`src/pcsc_consts.vh`:
```
// constants for the two-slot socket control block: modes, operations, timing counts
// assumes clk_sys at 10 MHz; included by every design file of the block
// Function
// two independent sockets, A and B, each with full control and system signals.
// ready/irq input means ready only in memory-only mode, else interrupt request.
// memory card holds ready low while busy with a previous write.
// memory card drives ready high once it accepts a new command.
// I/O card asserts irq when service needed, holds it high otherwise.
// attribute select stays high for every common memory access.
// attribute select low picks attribute memory or I/O space per strobe.
// controller can hard-reset an inserted 16-bit card via the reset output.
// operating voltage is decoded from both sense lines taken together.
// card wait extends the cycle; controller never completes it while held.
// write strobe pulses latch memory write data into memory cards.
// on memory cards the shared line reports the write-protect switch.
// I/O card flags 16-bit port only for a matching, 16-bit capable address.
// in CardBus mode sample on rising socket clock, except the listed async lines.
// socket clock runs at host clock rate, may stop low or slow; pcsc_clkgen runs it at half the clk_sys rate at most.
// card uses clock-run to request speed; controller uses it to announce slowing.
// card returns its registers and sequencers to known state during bus reset.
// during bus reset controller drives the CardBus signals to valid levels.
// bus reset may assert asynchronously but releases synchronous to socket clock.
// output enable driven low to make a memory card output read data.
// I/O write strobe driven low to latch write data into an I/O card.
// each shared pin's function follows the socket's configured interface type.
`ifndef PCSC_CONSTS_VH
`define PCSC_CONSTS_VH

// interface type of a socket
`define PCSC_MODE_MEM     2'h0
`define PCSC_MODE_IO      2'h1
`define PCSC_MODE_CB      2'h2

// host access kinds; bit 1 set means I/O space
`define PCSC_OP_MRD       2'h0
`define PCSC_OP_MWR       2'h1
`define PCSC_OP_IO_READ_STROBE      2'h2
`define PCSC_OP_IO_WRITE_STROBE      2'h3

// strobe timing: least strobe time in ns, rounded up to clk_sys cycles
`define PCSC_CLK_NS       100
`define PCSC_STROBE_NS    250
`define PCSC_STROBE_CYC   ((`PCSC_STROBE_NS + `PCSC_CLK_NS - 1) / `PCSC_CLK_NS)

// socket clock half periods in clk_sys cycles, and clock-run warning length
`define PCSC_FAST_HALF    4'h1
`define PCSC_SLOW_HALF    4'h8
`define PCSC_WARN_EDGES   4'h4
`define PCSC_WARN_SETTLE  4'h2

// reset values
`define PCSC_RST_STROBE_N 1'h1
`define PCSC_RST_ATTR_N   1'h1

`endif

```
`src/pcsc_clkgen.v`:
```
// socket clock generator with clock-run handshake for one slot
// assumes clkrun_s is already synchronised and the pin has a pull-up outside
`timescale 1ns/100ps
`include "pcsc_consts.vh"

module pcsc_clkgen #(
  parameter [3:0] FAST_HALF  = `PCSC_FAST_HALF,
  parameter [3:0] SLOW_HALF  = `PCSC_SLOW_HALF,
  parameter [3:0] WARN_EDGES = `PCSC_WARN_EDGES
) (
  input  wire clk_sys,
  input  wire reset_n,
  input  wire cb_mode,
  input  wire stop_req,
  input  wire slow_req,
  input  wire force_run,
  input  wire clkrun_s,
  output wire rise_nxt,
  output wire sock_clk,
  output wire clkrun_oe,
  output wire stopped
);

  localparam [2:0] C_RUN  = 3'h1;
  localparam [2:0] C_WARN = 3'h2;
  localparam [2:0] C_STOP = 3'h4;

  reg [2:0] st_r;
  reg [3:0] cnt_r;
  reg       clk_r;
  reg [3:0] edge_r;
  reg       oe_r;
  reg       slow_r;
  reg       stop_r;

  // half period: full rate unless parked in slow mode
  wire [3:0] half     = ((st_r == C_STOP) && slow_r) ? SLOW_HALF : FAST_HALF;
  wire       halted   = (st_r == C_STOP) && !slow_r;
  wire       run_en   = cb_mode && !halted;
  wire       tick     = run_en && (cnt_r == (half - 4'h1));
  wire       fall_nxt = tick && clk_r;
  wire       card_req = !clkrun_s;          // card pulls the line low
  wire       want_low = stop_req || slow_req;
  wire       leave    = force_run || card_req || !want_low || (slow_req != slow_r);

  assign rise_nxt = tick && !clk_r;

  // clock divider and clock-run state; 16-bit mode parks everything
  always @(posedge clk_sys) begin
    if (!reset_n || !cb_mode) begin
      st_r   <= C_RUN;
      cnt_r  <= 4'h0;
      clk_r  <= 1'b0;
      edge_r <= 4'h0;
      oe_r   <= 1'b0;
      slow_r <= 1'b0;
      stop_r <= 1'b0;
    end else begin
      cnt_r <= tick ? 4'h0 : (run_en ? cnt_r + 4'h1 : 4'h0);
      if (tick) begin
        clk_r <= !clk_r;
      end
      case (st_r)
        C_RUN: begin
          oe_r   <= 1'b1;                   // drive low: clock running
          edge_r <= 4'h0;
          stop_r <= 1'b0;
          if (want_low && !force_run) begin
            st_r   <= C_WARN;
            slow_r <= slow_req;
          end
        end
        C_WARN: begin
          oe_r <= 1'b0;                     // release: announce slowing
          if (rise_nxt && (edge_r != 4'hf)) begin
            edge_r <= edge_r + 4'h1;
          end
          // card may still hold the line low, which cancels the slow-down
          if (force_run || !want_low || ((edge_r >= `PCSC_WARN_SETTLE) && card_req)) begin
            st_r <= C_RUN;
          end else if ((edge_r >= WARN_EDGES) && fall_nxt) begin
            st_r   <= C_STOP;               // stops only after a falling edge, so low
            stop_r <= !slow_r;
          end
        end
        C_STOP: begin
          oe_r <= 1'b0;
          if (leave) begin
            st_r   <= C_RUN;
            stop_r <= 1'b0;
            oe_r   <= 1'b1;
          end
        end
        default: begin
          st_r <= C_RUN;
        end
      endcase
    end
  end

  assign sock_clk  = clk_r;
  assign clkrun_oe = oe_r;
  assign stopped   = stop_r;

endmodule // pcsc_clkgen

```
`src/pcsc_sync.v`:
```
// two-flop synchroniser for a bundle of pin levels
// assumes each bit is an independent level; no bit-to-bit coherence is promised
`timescale 1ns/100ps
`include "pcsc_consts.vh"

module pcsc_sync #(
  parameter W = 1
) (
  input  wire         clk_sys,
  input  wire         reset_n,
  input  wire [W-1:0] d,
  output wire [W-1:0] q
);

  reg [W-1:0] stage1_r;
  reg [W-1:0] stage2_r;

  // first stage feeds only the second stage
  always @(posedge clk_sys) begin
    if (!reset_n) begin
      stage1_r <= {W{1'b0}};
      stage2_r <= {W{1'b0}};
    end else begin
      stage1_r <= d;
      stage2_r <= stage1_r;
    end
  end

  assign q = stage2_r;

endmodule // pcsc_sync

```
`src/pcsc_top.v`:
```
// two-slot socket control: 16-bit strobes, card status and CardBus system lines
// assumes static mode inputs per slot and a pull-up on every shared pin outside
`timescale 1ns/100ps
`include "pcsc_consts.vh"

module pcsc_top (
  input  wire       clk_sys,
  input  wire       reset_n,
  // host side, slot A in the low bits, slot B above
  input  wire [3:0] host_mode,
  input  wire [1:0] host_req_valid,
  input  wire [3:0] host_req_op,
  input  wire [1:0] host_req_attr,
  input  wire [1:0] host_card_reset,
  input  wire [1:0] host_clk_stop,
  input  wire [1:0] host_clk_slow,
  // host side status, one bit per slot except the two-bit voltage code
  output wire [1:0] host_busy,
  output wire [1:0] host_done,
  output wire [1:0] host_refused,
  output wire [1:0] card_ready,
  output wire [1:0] card_irq_request,
  output wire [1:0] write_protect,
  output wire [1:0] io_port_wide_ind,
  output wire [3:0] voltage_code,
  output wire [1:0] voltage_valid,
  output wire [1:0] clock_stopped,
  // socket pins
  input  wire [1:0] ready_irq_pin,
  input  wire [1:0] wait_n_pin,
  input  wire [1:0] wp_clkrun_pin_i,
  input  wire [1:0] voltage_sense_one,
  input  wire [1:0] voltage_sense_two,
  // socket strobes and selects, active low
  output wire [1:0] attr_select_n,
  output wire [1:0] output_enable_n,
  output wire [1:0] write_strobe_n,
  output wire [1:0] io_read_strobe_n,
  output wire [1:0] io_write_strobe_n,
  // card reset and CardBus system lines
  output wire [1:0] card_reset_pin,
  output wire [1:0] socket_bus_clock,
  output wire [1:0] socket_clock_run_req_o,
  output wire [1:0] socket_clock_run_req_oe
);

  localparam [4:0] S_IDLE   = 5'h01;
  localparam [4:0] S_SETUP  = 5'h02;
  localparam [4:0] S_STROBE = 5'h04;
  localparam [4:0] S_WAITX  = 5'h08;
  localparam [4:0] S_HOLD   = 5'h10;
  localparam [31:0] STB_CYC  = `PCSC_STROBE_CYC;
  localparam [3:0]  STB_LAST = STB_CYC[3:0] - 4'h1;

  //////////////////////////////////////////////////////////////////////////////
  // pin synchronisers: every socket input is asynchronous to clk_sys

  wire [9:0] sync_q;

  pcsc_sync #(
    .W (10)
  ) u_sync (
    .clk_sys (clk_sys),
    .reset_n (reset_n),
    .d       ({voltage_sense_two, voltage_sense_one, wp_clkrun_pin_i,
                wait_n_pin, ready_irq_pin}),
    .q       (sync_q)
  );

  //////////////////////////////////////////////////////////////////////////////
  // one identical socket per slot

  genvar i;
  generate
    for (i = 0; i < 2; i = i + 1) begin : g_slot
      wire [1:0] mode     = host_mode[2*i+1:2*i];
      wire [1:0] op       = host_req_op[2*i+1:2*i];
      wire       is_mem   = (mode == `PCSC_MODE_MEM);
      wire       is_io    = (mode == `PCSC_MODE_IO);
      wire       is_cb    = (mode == `PCSC_MODE_CB);
      wire       op_io    = op[1];
      wire       ready_s  = sync_q[i];
      wire       wait_s   = sync_q[2+i];
      wire       wp_s     = sync_q[4+i];
      wire       vs1_s    = sync_q[6+i];
      wire       vs2_s    = sync_q[8+i];
      // I/O space needs an I/O socket; CardBus takes no 16-bit cycles
      wire       legal    = op_io ? is_io : (is_mem || is_io);
      // socket clock generator outputs
      wire       rise_nxt;
      wire       sclk;
      wire       cr_oe;
      wire       stopped;

      // sequencer and pin registers
      reg  [4:0] state_r;
      reg  [3:0] cnt_r;
      reg  [1:0] op_r;
      reg        busy_r;
      reg        done_r;
      reg        refused_r;
      reg        attr_n_r;
      reg        oe_n_r;
      reg        we_n_r;
      reg        io_read_strobe_n_r;
      reg        io_write_strobe_n_r;
      reg        rst_act_r;
      reg        rst_pin_r;
      reg        rst_nxt;
      // card status registers
      reg        ready_r;
      reg        irq_r;
      reg        wp_r;
      reg        wide_r;
      reg  [1:0] vs_prev_r;
      reg  [1:0] vs_code_r;
      reg        vs_valid_r;
      // clock-run drive level
      reg        cr_lvl_r;

      // reset request: takes effect on the next clk_sys edge whatever the
      // socket clock phase, but a CardBus release waits for a rising edge
      always @* begin
        rst_nxt = rst_act_r;
        if (host_card_reset[i]) begin
          rst_nxt = 1'b1;
        end else if (!is_cb || rise_nxt) begin
          rst_nxt = 1'b0;
        end
      end

      // access sequencer: setup, strobe, wait extension, hold
      always @(posedge clk_sys) begin
        if (!reset_n) begin
          state_r   <= S_IDLE;
          cnt_r     <= 4'h0;
          op_r      <= `PCSC_OP_MRD;
          busy_r    <= 1'b0;
          done_r    <= 1'b0;
          refused_r <= 1'b0;
          attr_n_r  <= `PCSC_RST_ATTR_N;
          oe_n_r    <= `PCSC_RST_STROBE_N;
          we_n_r    <= `PCSC_RST_STROBE_N;
          io_read_strobe_n_r  <= `PCSC_RST_STROBE_N;
          io_write_strobe_n_r  <= `PCSC_RST_STROBE_N;
          rst_act_r <= 1'b1;
          rst_pin_r <= !is_cb;
        end else begin
          done_r    <= 1'b0;
          refused_r <= 1'b0;
          rst_act_r <= rst_nxt;
          // pin polarity follows the interface: high resets a 16-bit card,
          // low is the CardBus bus reset
          rst_pin_r <= is_cb ? !rst_nxt : rst_nxt;
          case (state_r)
            S_IDLE: begin
              if (host_req_valid[i]) begin
                if (legal && !rst_act_r) begin
                  op_r     <= op;
                  busy_r   <= 1'b1;
                  // common memory keeps the select high; attribute or I/O drops it
                  attr_n_r <= !(op_io || host_req_attr[i]);
                  state_r  <= S_SETUP;
                end else begin
                  refused_r <= 1'b1;
                end
              end
            end
            S_SETUP: begin
              // exactly one strobe falls, chosen by the access kind
              oe_n_r   <= (op_r != `PCSC_OP_MRD);
              we_n_r   <= (op_r != `PCSC_OP_MWR);
              io_read_strobe_n_r <= (op_r != `PCSC_OP_IO_READ_STROBE);
              io_write_strobe_n_r <= (op_r != `PCSC_OP_IO_WRITE_STROBE);
              cnt_r    <= STB_LAST;
              state_r  <= S_STROBE;
            end
            S_STROBE: begin
              // strobe held for its least width before wait counts
              if (cnt_r == 4'h0) begin
                state_r <= S_WAITX;
              end else begin
                cnt_r <= cnt_r - 4'h1;
              end
            end
            S_WAITX: begin
              // no timeout: a card that never lets go stalls this slot only
              if (wait_s) begin
                oe_n_r   <= 1'b1;
                we_n_r   <= 1'b1;
                io_read_strobe_n_r <= 1'b1;
                io_write_strobe_n_r <= 1'b1;
                state_r  <= S_HOLD;
              end
            end
            S_HOLD: begin
              // strobes are already high; the select goes last
              attr_n_r <= 1'b1;
              busy_r   <= 1'b0;
              done_r   <= 1'b1;
              state_r  <= S_IDLE;
            end
            default: begin
              state_r <= S_IDLE;
            end
          endcase
        end
      end

      // card status; the interrupt line is asynchronous in CardBus mode too,
      // so it is taken on clk_sys and not on the socket clock edge
      always @(posedge clk_sys) begin
        if (!reset_n) begin
          ready_r    <= 1'b0;
          irq_r      <= 1'b0;
          wp_r       <= 1'b0;
          wide_r     <= 1'b0;
          vs_prev_r  <= 2'h0;
          vs_code_r  <= 2'h0;
          vs_valid_r <= 1'b0;
          cr_lvl_r   <= 1'b0;
        end else begin
          ready_r   <= is_mem && ready_s;
          irq_r     <= !is_mem && !ready_s;
          wp_r      <= is_mem && wp_s;
          wide_r    <= is_io && !wp_s;
          cr_lvl_r  <= 1'b0;                 // clock-run only ever driven low
          // voltage sense pair tracking
          vs_prev_r <= {vs2_s, vs1_s};
          // a pair seen twice in a row is coherent; a mixed code mid-change is not
          vs_valid_r <= ({vs2_s, vs1_s} == vs_prev_r);
          if ({vs2_s, vs1_s} == vs_prev_r) begin
            vs_code_r <= vs_prev_r;
          end
        end
      end

      // bus reset keeps the clock running and clock-run driven, so the
      // lines the card floats are held at valid levels
      pcsc_clkgen #(
        .FAST_HALF  (`PCSC_FAST_HALF),
        .SLOW_HALF  (`PCSC_SLOW_HALF),
        .WARN_EDGES (`PCSC_WARN_EDGES)
      ) u_clkgen (
        .clk_sys   (clk_sys),
        .reset_n   (reset_n),
        .cb_mode   (is_cb),
        .stop_req  (host_clk_stop[i]),
        .slow_req  (host_clk_slow[i]),
        .force_run (rst_act_r),
        .clkrun_s  (wp_s),
        .rise_nxt  (rise_nxt),
        .sock_clk  (sclk),
        .clkrun_oe (cr_oe),
        .stopped   (stopped)
      );

      // host status, all straight from flip-flops
      assign host_busy[i]               = busy_r;
      assign host_done[i]               = done_r;
      assign host_refused[i]            = refused_r;
      assign card_ready[i]              = ready_r;
      assign card_irq_request[i]        = irq_r;
      assign write_protect[i]           = wp_r;
      assign io_port_wide_ind[i]        = wide_r;
      assign voltage_code[2*i+1:2*i]    = vs_code_r;
      assign voltage_valid[i]           = vs_valid_r;
      assign clock_stopped[i]           = stopped;
      // socket pin outputs
      assign attr_select_n[i]           = attr_n_r;
      assign output_enable_n[i]         = oe_n_r;
      assign write_strobe_n[i]          = we_n_r;
      assign io_read_strobe_n[i]        = io_read_strobe_n_r;
      assign io_write_strobe_n[i]       = io_write_strobe_n_r;
      assign card_reset_pin[i]          = rst_pin_r;
      assign socket_bus_clock[i]        = sclk;
      assign socket_clock_run_req_o[i]  = cr_lvl_r;
      assign socket_clock_run_req_oe[i] = cr_oe;
    end
  endgenerate

endmodule // pcsc_top

```
`config.mk`:
```
export PLATFORM = sky130hd
export DESIGN_NAME = pcsc_top
export DESIGN_NICKNAME = d
export VERILOG_FILES = /design/src/pcsc_clkgen.v /design/src/pcsc_sync.v /design/src/pcsc_top.v
export VERILOG_INCLUDE_DIRS = /design/src
export SDC_FILE = /design/constraint.sdc
export NUM_CORES = 1
export LEC_CHECK = 0
export ABC_CLOCK_PERIOD_IN_PS = 2100
export BUFFER_PORTS_ARGS = -buffer_cell sky130_fd_sc_hd__clkbuf_2
export CAP_MARGIN = 20
export CORE_AREA = 5 5 86 127
export DETAILED_ROUTE_END_ITERATION = 8
export DIE_AREA = 0 0 91 132
export GPL_TIMING_DRIVEN = 0
export PLACE_DENSITY = 0.81
export SKIP_LAST_GASP = 1
export SYNTH_ARGS = -nofsm -noshare
export SYNTH_HDL_FRONTEND = slang
export SYNTH_SLANG_ARGS = --single-unit
```
`constraint.sdc`:
```
create_clock -name clk_sys -period 2.1 [get_ports clk_sys]
set_clock_uncertainty 0.1 [all_clocks]
set_input_delay 0.105 -clock clk_sys [delete_from_list [all_inputs] [get_ports clk_sys]]
set_output_delay 0.105 -clock clk_sys [all_outputs]
set_load 0.01 [all_outputs]
```
After elaboration in Yosys (flattened, before gate mapping)
Cells that the tools add are included.

Add/sub/neg operators: 8. Magnitude comparators: 4. Equality and inequality tests: 56. Multiplexer cells: 78. Bitwise logic cells: 2. Reduce and logical (&&, ||, !) cells: 111.

Operators by type and width (number): $mux 5 (8); $pmux 5 s4 (2); $mux 1 (32); $pmux 4 s2 (4); $logic_and 1x1->1 (30); $ne 2x2->1 const B (14); $mux 3 (8); $mux 4 (6); $ne 2x1->1 const B (12); $pmux 1 s2 (12); $reduce_and 3->1 (8); $logic_not 1->1 (23); $logic_or 1x1->1 (20); $reduce_bool 2->1 (10); $pmux 3 s3 (2); $add 4x1->4 const B (4); $reduce_and 2->1 (8); $reduce_and 4->1 (4); $sub 4x1->4 const B (4); $pmux 1 s3 (4); $eq 5x1->1 const B (2); $eq 5x2->1 const B (2); $eq 5x3->1 const B (2); $eq 5x4->1 const B (2); other kinds (18) (36).

Bits in registers: 110. Bits of input ports: 30. Output and inout bits: 40. Word-level logic and storage cells: 315.

Longest topological paths before layout
Word-level depth: 13. Gate-level depth with buffers: 7. Gate-level depth less buffers: 7.

Modules after synthesis
A second synthesis with hierarchy kept.

Cell total of the unflattened synthesis: 558. Area total of the unflattened synthesis: 5089.9 um^2.

By module, submodules not included: pcsc_top (instances 1, cells each 303, area each 2712.6 um^2, sequential area each 1201.2 um^2); pcsc_clkgen (g_slot[1].u_clkgen) (instances 1, cells each 110, area each 930.9 um^2, sequential area each 300.3 um^2); pcsc_clkgen (g_slot[0].u_clkgen) (instances 1, cells each 103, area each 884.6 um^2, sequential area each 300.3 um^2); pcsc_sync (instances 1, cells each 42, area each 561.8 um^2, sequential area each 400.4 um^2).

Worst setup path before layout
OpenSTA, ideal clock, no wires.

Kind: flip-flop to flip-flop. Start: register g_slot[0].u_clkgen.st_r[2]. End: register g_slot[0].u_clkgen.st_r[2]. Setup time: 0.087 ns. Data arrival time: 2.016 ns. Required time: 1.913 ns. Setup slack: -0.103 ns. Stages on the path, launching flop included: 7. Buffers on the path: 1. Period minus slack after synthesis: 2.203 ns. Cells stage by stage: dfxtp_1 > clkbuf_1 > nor3b_2 > mux2i_4 > o2111ai_2 > or3b_1 > a221oi_2.

Word-level cells in the longest chain between the ends: 10. Elaborated cells between the ends (all ways): 18. Classes of those cells: 1 x add/sub; 7 x eq/ne; 2 x mux; 8 x reduce/logical.

Ends and longest elaborated chain: start, declared (line pcsc_clkgen.v:28) `reg [2:0] st_r;`; start signal, assigned (line pcsc_clkgen.v:51) `st_r <= C_RUN;`; start signal, assigned (line pcsc_clkgen.v:69) `st_r <= C_WARN;`; start signal, assigned (line pcsc_clkgen.v:80) `st_r <= C_RUN;`; $eq 3x3->1 (line pcsc_clkgen.v:37, pcsc_clkgen.v:38, pcsc_clkgen.v:63); $logic_and 1x1->1 (line pcsc_clkgen.v:37) `wire [3:0] half = ((st_r == C_STOP) && slow_r) ? SLOW_HALF : FAST_HALF;`; $mux 4 (line pcsc_clkgen.v:37); $sub 4x1->4 (line pcsc_clkgen.v:40) `wire tick = run_en && (cnt_r == (half - 4'h1));`; $eq 4x4->1 (line pcsc_clkgen.v:40); $logic_and 1x1->1 (line pcsc_clkgen.v:40); $logic_and 1x1->1 (line pcsc_clkgen.v:41) `wire fall_nxt = tick && clk_r;`; $logic_and 1x1->1 (line pcsc_clkgen.v:81) `end else if ((edge_r >= WARN_EDGES) && fall_nxt) begin`; $ne 3x1->1 (no line); $reduce_and 3->1 (no line).

Parallel ways exist; a longest one is shown, timed or not. A chain may end at the register's enable or synchronous reset.

Worst setup path in the final report
Start: register g_slot[1].u_clkgen.st_r[2]. End: register g_slot[1].u_clkgen.edge_r[0].

Word-level cells in the longest chain between the ends: 10. Elaborated cells between the ends (all ways): 17. Classes of those cells: 1 x add/sub; 5 x eq/ne; 2 x mux; 9 x reduce/logical.

Ends and longest elaborated chain: start, declared (line pcsc_clkgen.v:28); start signal, assigned (line pcsc_clkgen.v:51); start signal, assigned (line pcsc_clkgen.v:69); start signal, assigned (line pcsc_clkgen.v:80); $eq 3x3->1 (line pcsc_clkgen.v:37, pcsc_clkgen.v:38); $logic_and 1x1->1 (line pcsc_clkgen.v:37); $mux 4 (line pcsc_clkgen.v:37); $sub 4x1->4 (line pcsc_clkgen.v:40); $eq 4x4->1 (line pcsc_clkgen.v:40); $logic_and 1x1->1 (line pcsc_clkgen.v:40); $logic_and 1x1->1 (line pcsc_clkgen.v:46) `assign rise_nxt = tick && !clk_r;`; $logic_and 1x1->1 (line pcsc_clkgen.v:75) `if (rise_nxt && (edge_r != 4'hf)) begin`; $ne 2x1->1 (no line); $reduce_and 2->1 (no line); end signal, assigned (line pcsc_clkgen.v:76) `edge_r <= edge_r + 4'h1;`; end, declared (line pcsc_clkgen.v:31) `reg [3:0] edge_r;`.

Parallel ways exist; a longest one is shown, timed or not.

==> tab_implementation.tex <==
\begin{tabular}{lr}
\hline
Metric & Value \\
\hline
\multicolumn{2}{l}{\textbf{Pwr}} \\
LEAKAGE & 2.54 nW \\
Proportion of power drawn by flip-flops and latches & 52.6\% \\
Net Switching & 924 uW \\
Combinational cell fraction of total power & 7.4\% \\
Sw Share & 22.5\% \\
Proportion of power drawn by the clock network & 39.9\% \\
Power density of the placed cells & 689 mW/mm\^{}2 \\
Overall power & 4.11 mW \\
Internal power & 3.19 mW \\
VDD IR max & 0.509 mV \\
\multicolumn{2}{l}{\textbf{Floorplanning}} \\
Die footprint & 0.0120 mm\^{}2 \\
Num ports & 70 \\
Width of the die & 91 um \\
Starting utilization of the core area & 49.8\% \\
Placeable core region & 0.00963 mm\^{}2 \\
Die height & 132 um \\
Std-Cell Rows & 44 \\
\multicolumn{2}{l}{\textbf{Setup path}} \\
Classification of the worst setup path & flop to flop \\
Setup crit start kind & flop \\
Data required time at the worst endpoint & 2.24 ns \\
Highest fanout seen on the critical path & 5 \\
Critical path endpoint category & flop \\
Data arrival time at the worst-slack endpoint & 2.18 ns \\
\multicolumn{2}{l}{\textbf{Layout}} \\
Filler cell count in the final layout & 766 \\
Non-Filler Instances & 770 \\
Total inserted antenna cells & 0 \\
Synth-to-Final Area Change & 24.3\% \\
Cell area after layout & 0.00597 mm\^{}2 \\
Ratio of cells with drive above 1 in the final layout & 23.8\% \\
Total Nets Final & 688 \\
\multicolumn{2}{l}{\textbf{Synth}} \\
Leading post-synthesis cells by instance count & 110 x dfxtp\_1, 59 x nor2\_1, 37 x buf\_4, 33 x a21oi\_1, 31 x nand2\_1 \\
Share of flip-flops with an asynchronous set or reset & 0\% \\
Largest cells by area after synthesis & dfxtp\_1 46\%, buf\_4 5.8\%, nor2\_1 4.6\%, a21oi\_1 3.4\%, and2\_1 3.4\% \\
Synthesis-stage register bit count & 110 \\
Top-area cell type share of the netlist area & 45.9\% \\
Post-synthesis area per instance & 8.84 um\^{}2 \\
Cell with the most instances after synthesis & dfxtp\_1 \\
Number of cells produced by synthesis & 543 \\
Number of flops mapped to enable cells by yosys & 0 \\
Largest area contributor in the synthesized netlist & dfxtp\_1 \\
Count of synthesis-stage warnings from yosys & 0 \\
Number of distinct library cells after synthesis & 56 \\
Leading register cell type out of synthesis & dfxtp\_1 \\
Sequential fraction of the synthesis area & 45.9\% \\
Post-synthesis instance area & 0.00480 mm\^{}2 \\
\multicolumn{2}{l}{\textbf{Clocking}} \\
TritonCTS clock tree & yes \\
Inserted Clock Buffers & 9 \\
Post-CTS clock slew at the launch and capture registers of the worst setup and hold paths & 0.07 ns \\
Buffer type at the clock tree root & clkbuf\_16 \\
Max clock buf depth & 2 \\
Clock net sink count & 110 \\
Clock Latency Late Sink & 0.34 ns \\
Number of H-tree levels & 3 \\
\multicolumn{2}{l}{\textbf{Place}} \\
Placement Cell Area & 0.00528 mm\^{}2 \\
Port Buf Inserts & 65 \\
Placer congestion estimate & 0.876 \\
Cell count after placement & 724 \\
Setup WS pre-CTS & -0.250 ns \\
Detailed placement HPWL & 7640 um \\
\multicolumn{2}{l}{\textbf{Job}} \\
Number of max-cap violations & 0 \\
\multicolumn{2}{l}{\textbf{Routing}} \\
Routed length per placed instance & 14.4 um \\
Via density per instance & 5.40 \\
Final Routed Wirelength & 11,100 um \\
Remaining routing DRC violations & 0 \\
Post-detailed-route count of antenna-violating nets & 0 \\
Vias post-DR & 4,155 \\
Detailed-router iteration count before antenna repair & 5 \\
DRT iter0 DRCs & 155 \\
\multicolumn{2}{l}{\textbf{Timing}} \\
Max-slew violations & 0 \\
Final number of setup-violating endpoints & 0 \\
Max-Slew Margin vs Limit & 61.3\% \\
Final hold violation count & 0 \\
Min cycle time layout & 2.04 ns \\
Sum Neg Setup Slack & 0 ns \\
Least setup slack across all paths after layout & 0.0583 ns \\
Highest Clock Rate & 490 MHz \\
Tightest Pin Transition & 0.581 ns \\
Fin crit share & 97.2\% \\
\multicolumn{2}{l}{\textbf{Global route}} \\
Largest net degree at the start of global routing & 18 \\
Total routing resource utilization after global routing & 18.1\% \\
Global-route wire length before repair & 18,200 um \\
Vias in the first global route & 4,036 \\
Overall overflow remaining after global route & 0 \\
Number of antenna violations at the first check in global routing & 0 \\
\multicolumn{2}{l}{\textbf{Run status}} \\
Result of the run & complete, no violations \\
\multicolumn{2}{l}{\textbf{Hold path}} \\
Worst Hold Class & input port to flop \\
\hline
\end{tabular}
## cell families (layout without fill, tap and decap cells)
kind of cell	count (synthesis)	after routing	synth area share, %
and+or+nand+nor	227	227	25.6
other	1	2	0.0781
adders and majority gates	8	8	2.09
xor gates and xnor gates	17	17	3.10
AOI/OAI and AO/OA	90	90	11.7
DFF	110	110	45.9
muxes	10	10	2.35
buffers and inverters	80	191	9.23
## sequential cells by signal, summed over array words and instances (netlist names), 4 cells and up
name,cells
g_slot.state_r,10
u_sync.q,10
u_sync.stage1_r,10
g_slot.cnt_r,8
g_slot.u_clkgen.cnt_r,8
g_slot.u_clkgen.edge_r,8
g_slot.u_clkgen.st_r,6
g_slot.op_r,4
g_slot.vs_code_r,4
g_slot.vs_prev_r,4
## power by group through the flow
stage	combinational (mW)	clock, mW	sequential [mW]
2_1_floorplan	0.175	0	2.20
3_3_place_gp	0.258	0	2.21
3_5_place_dp	0.263	0	2.21
4_1_cts	0.302	1.67	2.16
5_1_grt	0.336	1.75	2.17
6_report	0.306	1.64	2.16
## cells in the final DEF (no fill, tap or decap), types with 3 or more instances in the layout
cell and count:
a21o_1 5, and2_1 26, clkbuf_1 13, clkbuf_2 65
o21ai_0 25, and3_1 6, or3b_2 4, o21bai_1 3
clkbuf_16 9, nor4b_1 6, a211o_1 3, nand2b_1 7
clkbuf_8 3, nand4_1 9, buf_4 46, nor4_1 9
nand2_1 31, nor3b_1 3, ha_1 8, nand3_1 26
dfxtp_1 106, nor2b_1 6, nor3_1 10, nor2_1 58
a21oi_1 32, inv_1 25, xnor2_1 15, mux2i_1 8
dlygate4sd3_1 24, or3_1 7, dfxtp_2 4
## per-stage QoR
| stage | util [%] | hold slack [ns] |
|---|---|---|
| finish | 61.9 | 0.0315 |
| global route | 61.9 | 0.0313 |
| CTS | 60.9 | 0.0253 |
| detailed placement | 54.8 | 0.223 |
| global placement | 54.8 | 0.216 |
| floorplan | - | 0.0821 |
## timing repair
action | 4_1_cts | 5_1_grt
resized for setup | 4 | 21
pin swaps | 2 | 5
endpoints found under the setup margin | 5 | 10
hold endpoints to repair | 29 | 0
setup buffers | 4 | 5
hold buffers | 24 | 0
## metal layers
layer	part of all wire (%)	global-route usage, %
met3	5.6	3.48
met4	2.3	8.24
met2	53	33.1
met1	39	19.7
met5	0	0
## worst max-delay path, cell delays in order (launching register included)
cell     delay (ns)
dfxtp_2        0.32
buf_6          0.10
nor3b_4        0.30
mux2i_4        0.34
nand4_1        0.23
buf_4          0.21
and3_1         0.17
o21a_1         0.16
## worst paths after layout
check	start	endpoint	slack, ns	depth (start not counted)
min reg2reg	u_sync.stage1_r[3]	u_sync.q[3]	0.33	1
max reg2reg	g_slot[1].u_clkgen.st_r[2]	g_slot[1].u_clkgen.edge_r[0]	0.06	7
min	host_req_attr[1]	g_slot[1].attr_n_r	0.03	3
max	g_slot[1].u_clkgen.st_r[2]	g_slot[1].u_clkgen.edge_r[0]	0.06	7
## area by class of cell
class / count / area, um^2 / area share (%)
flip-flops and latches: 110 / 2210 / 37.0
plain buffers: 52 / 349 / 5.85
inverters: 25 / 93.8 / 1.57
repair buffers: 98 / 633 / 10.6
clock buffers: 12 / 267 / 4.47
well taps: 115 / 144 / 2.41
multi-input cells: 354 / 2250 / 37.6
clock inverters: 4 / 28.8 / 0.482
No activity file was read; power rests on OpenSTA's default activity.
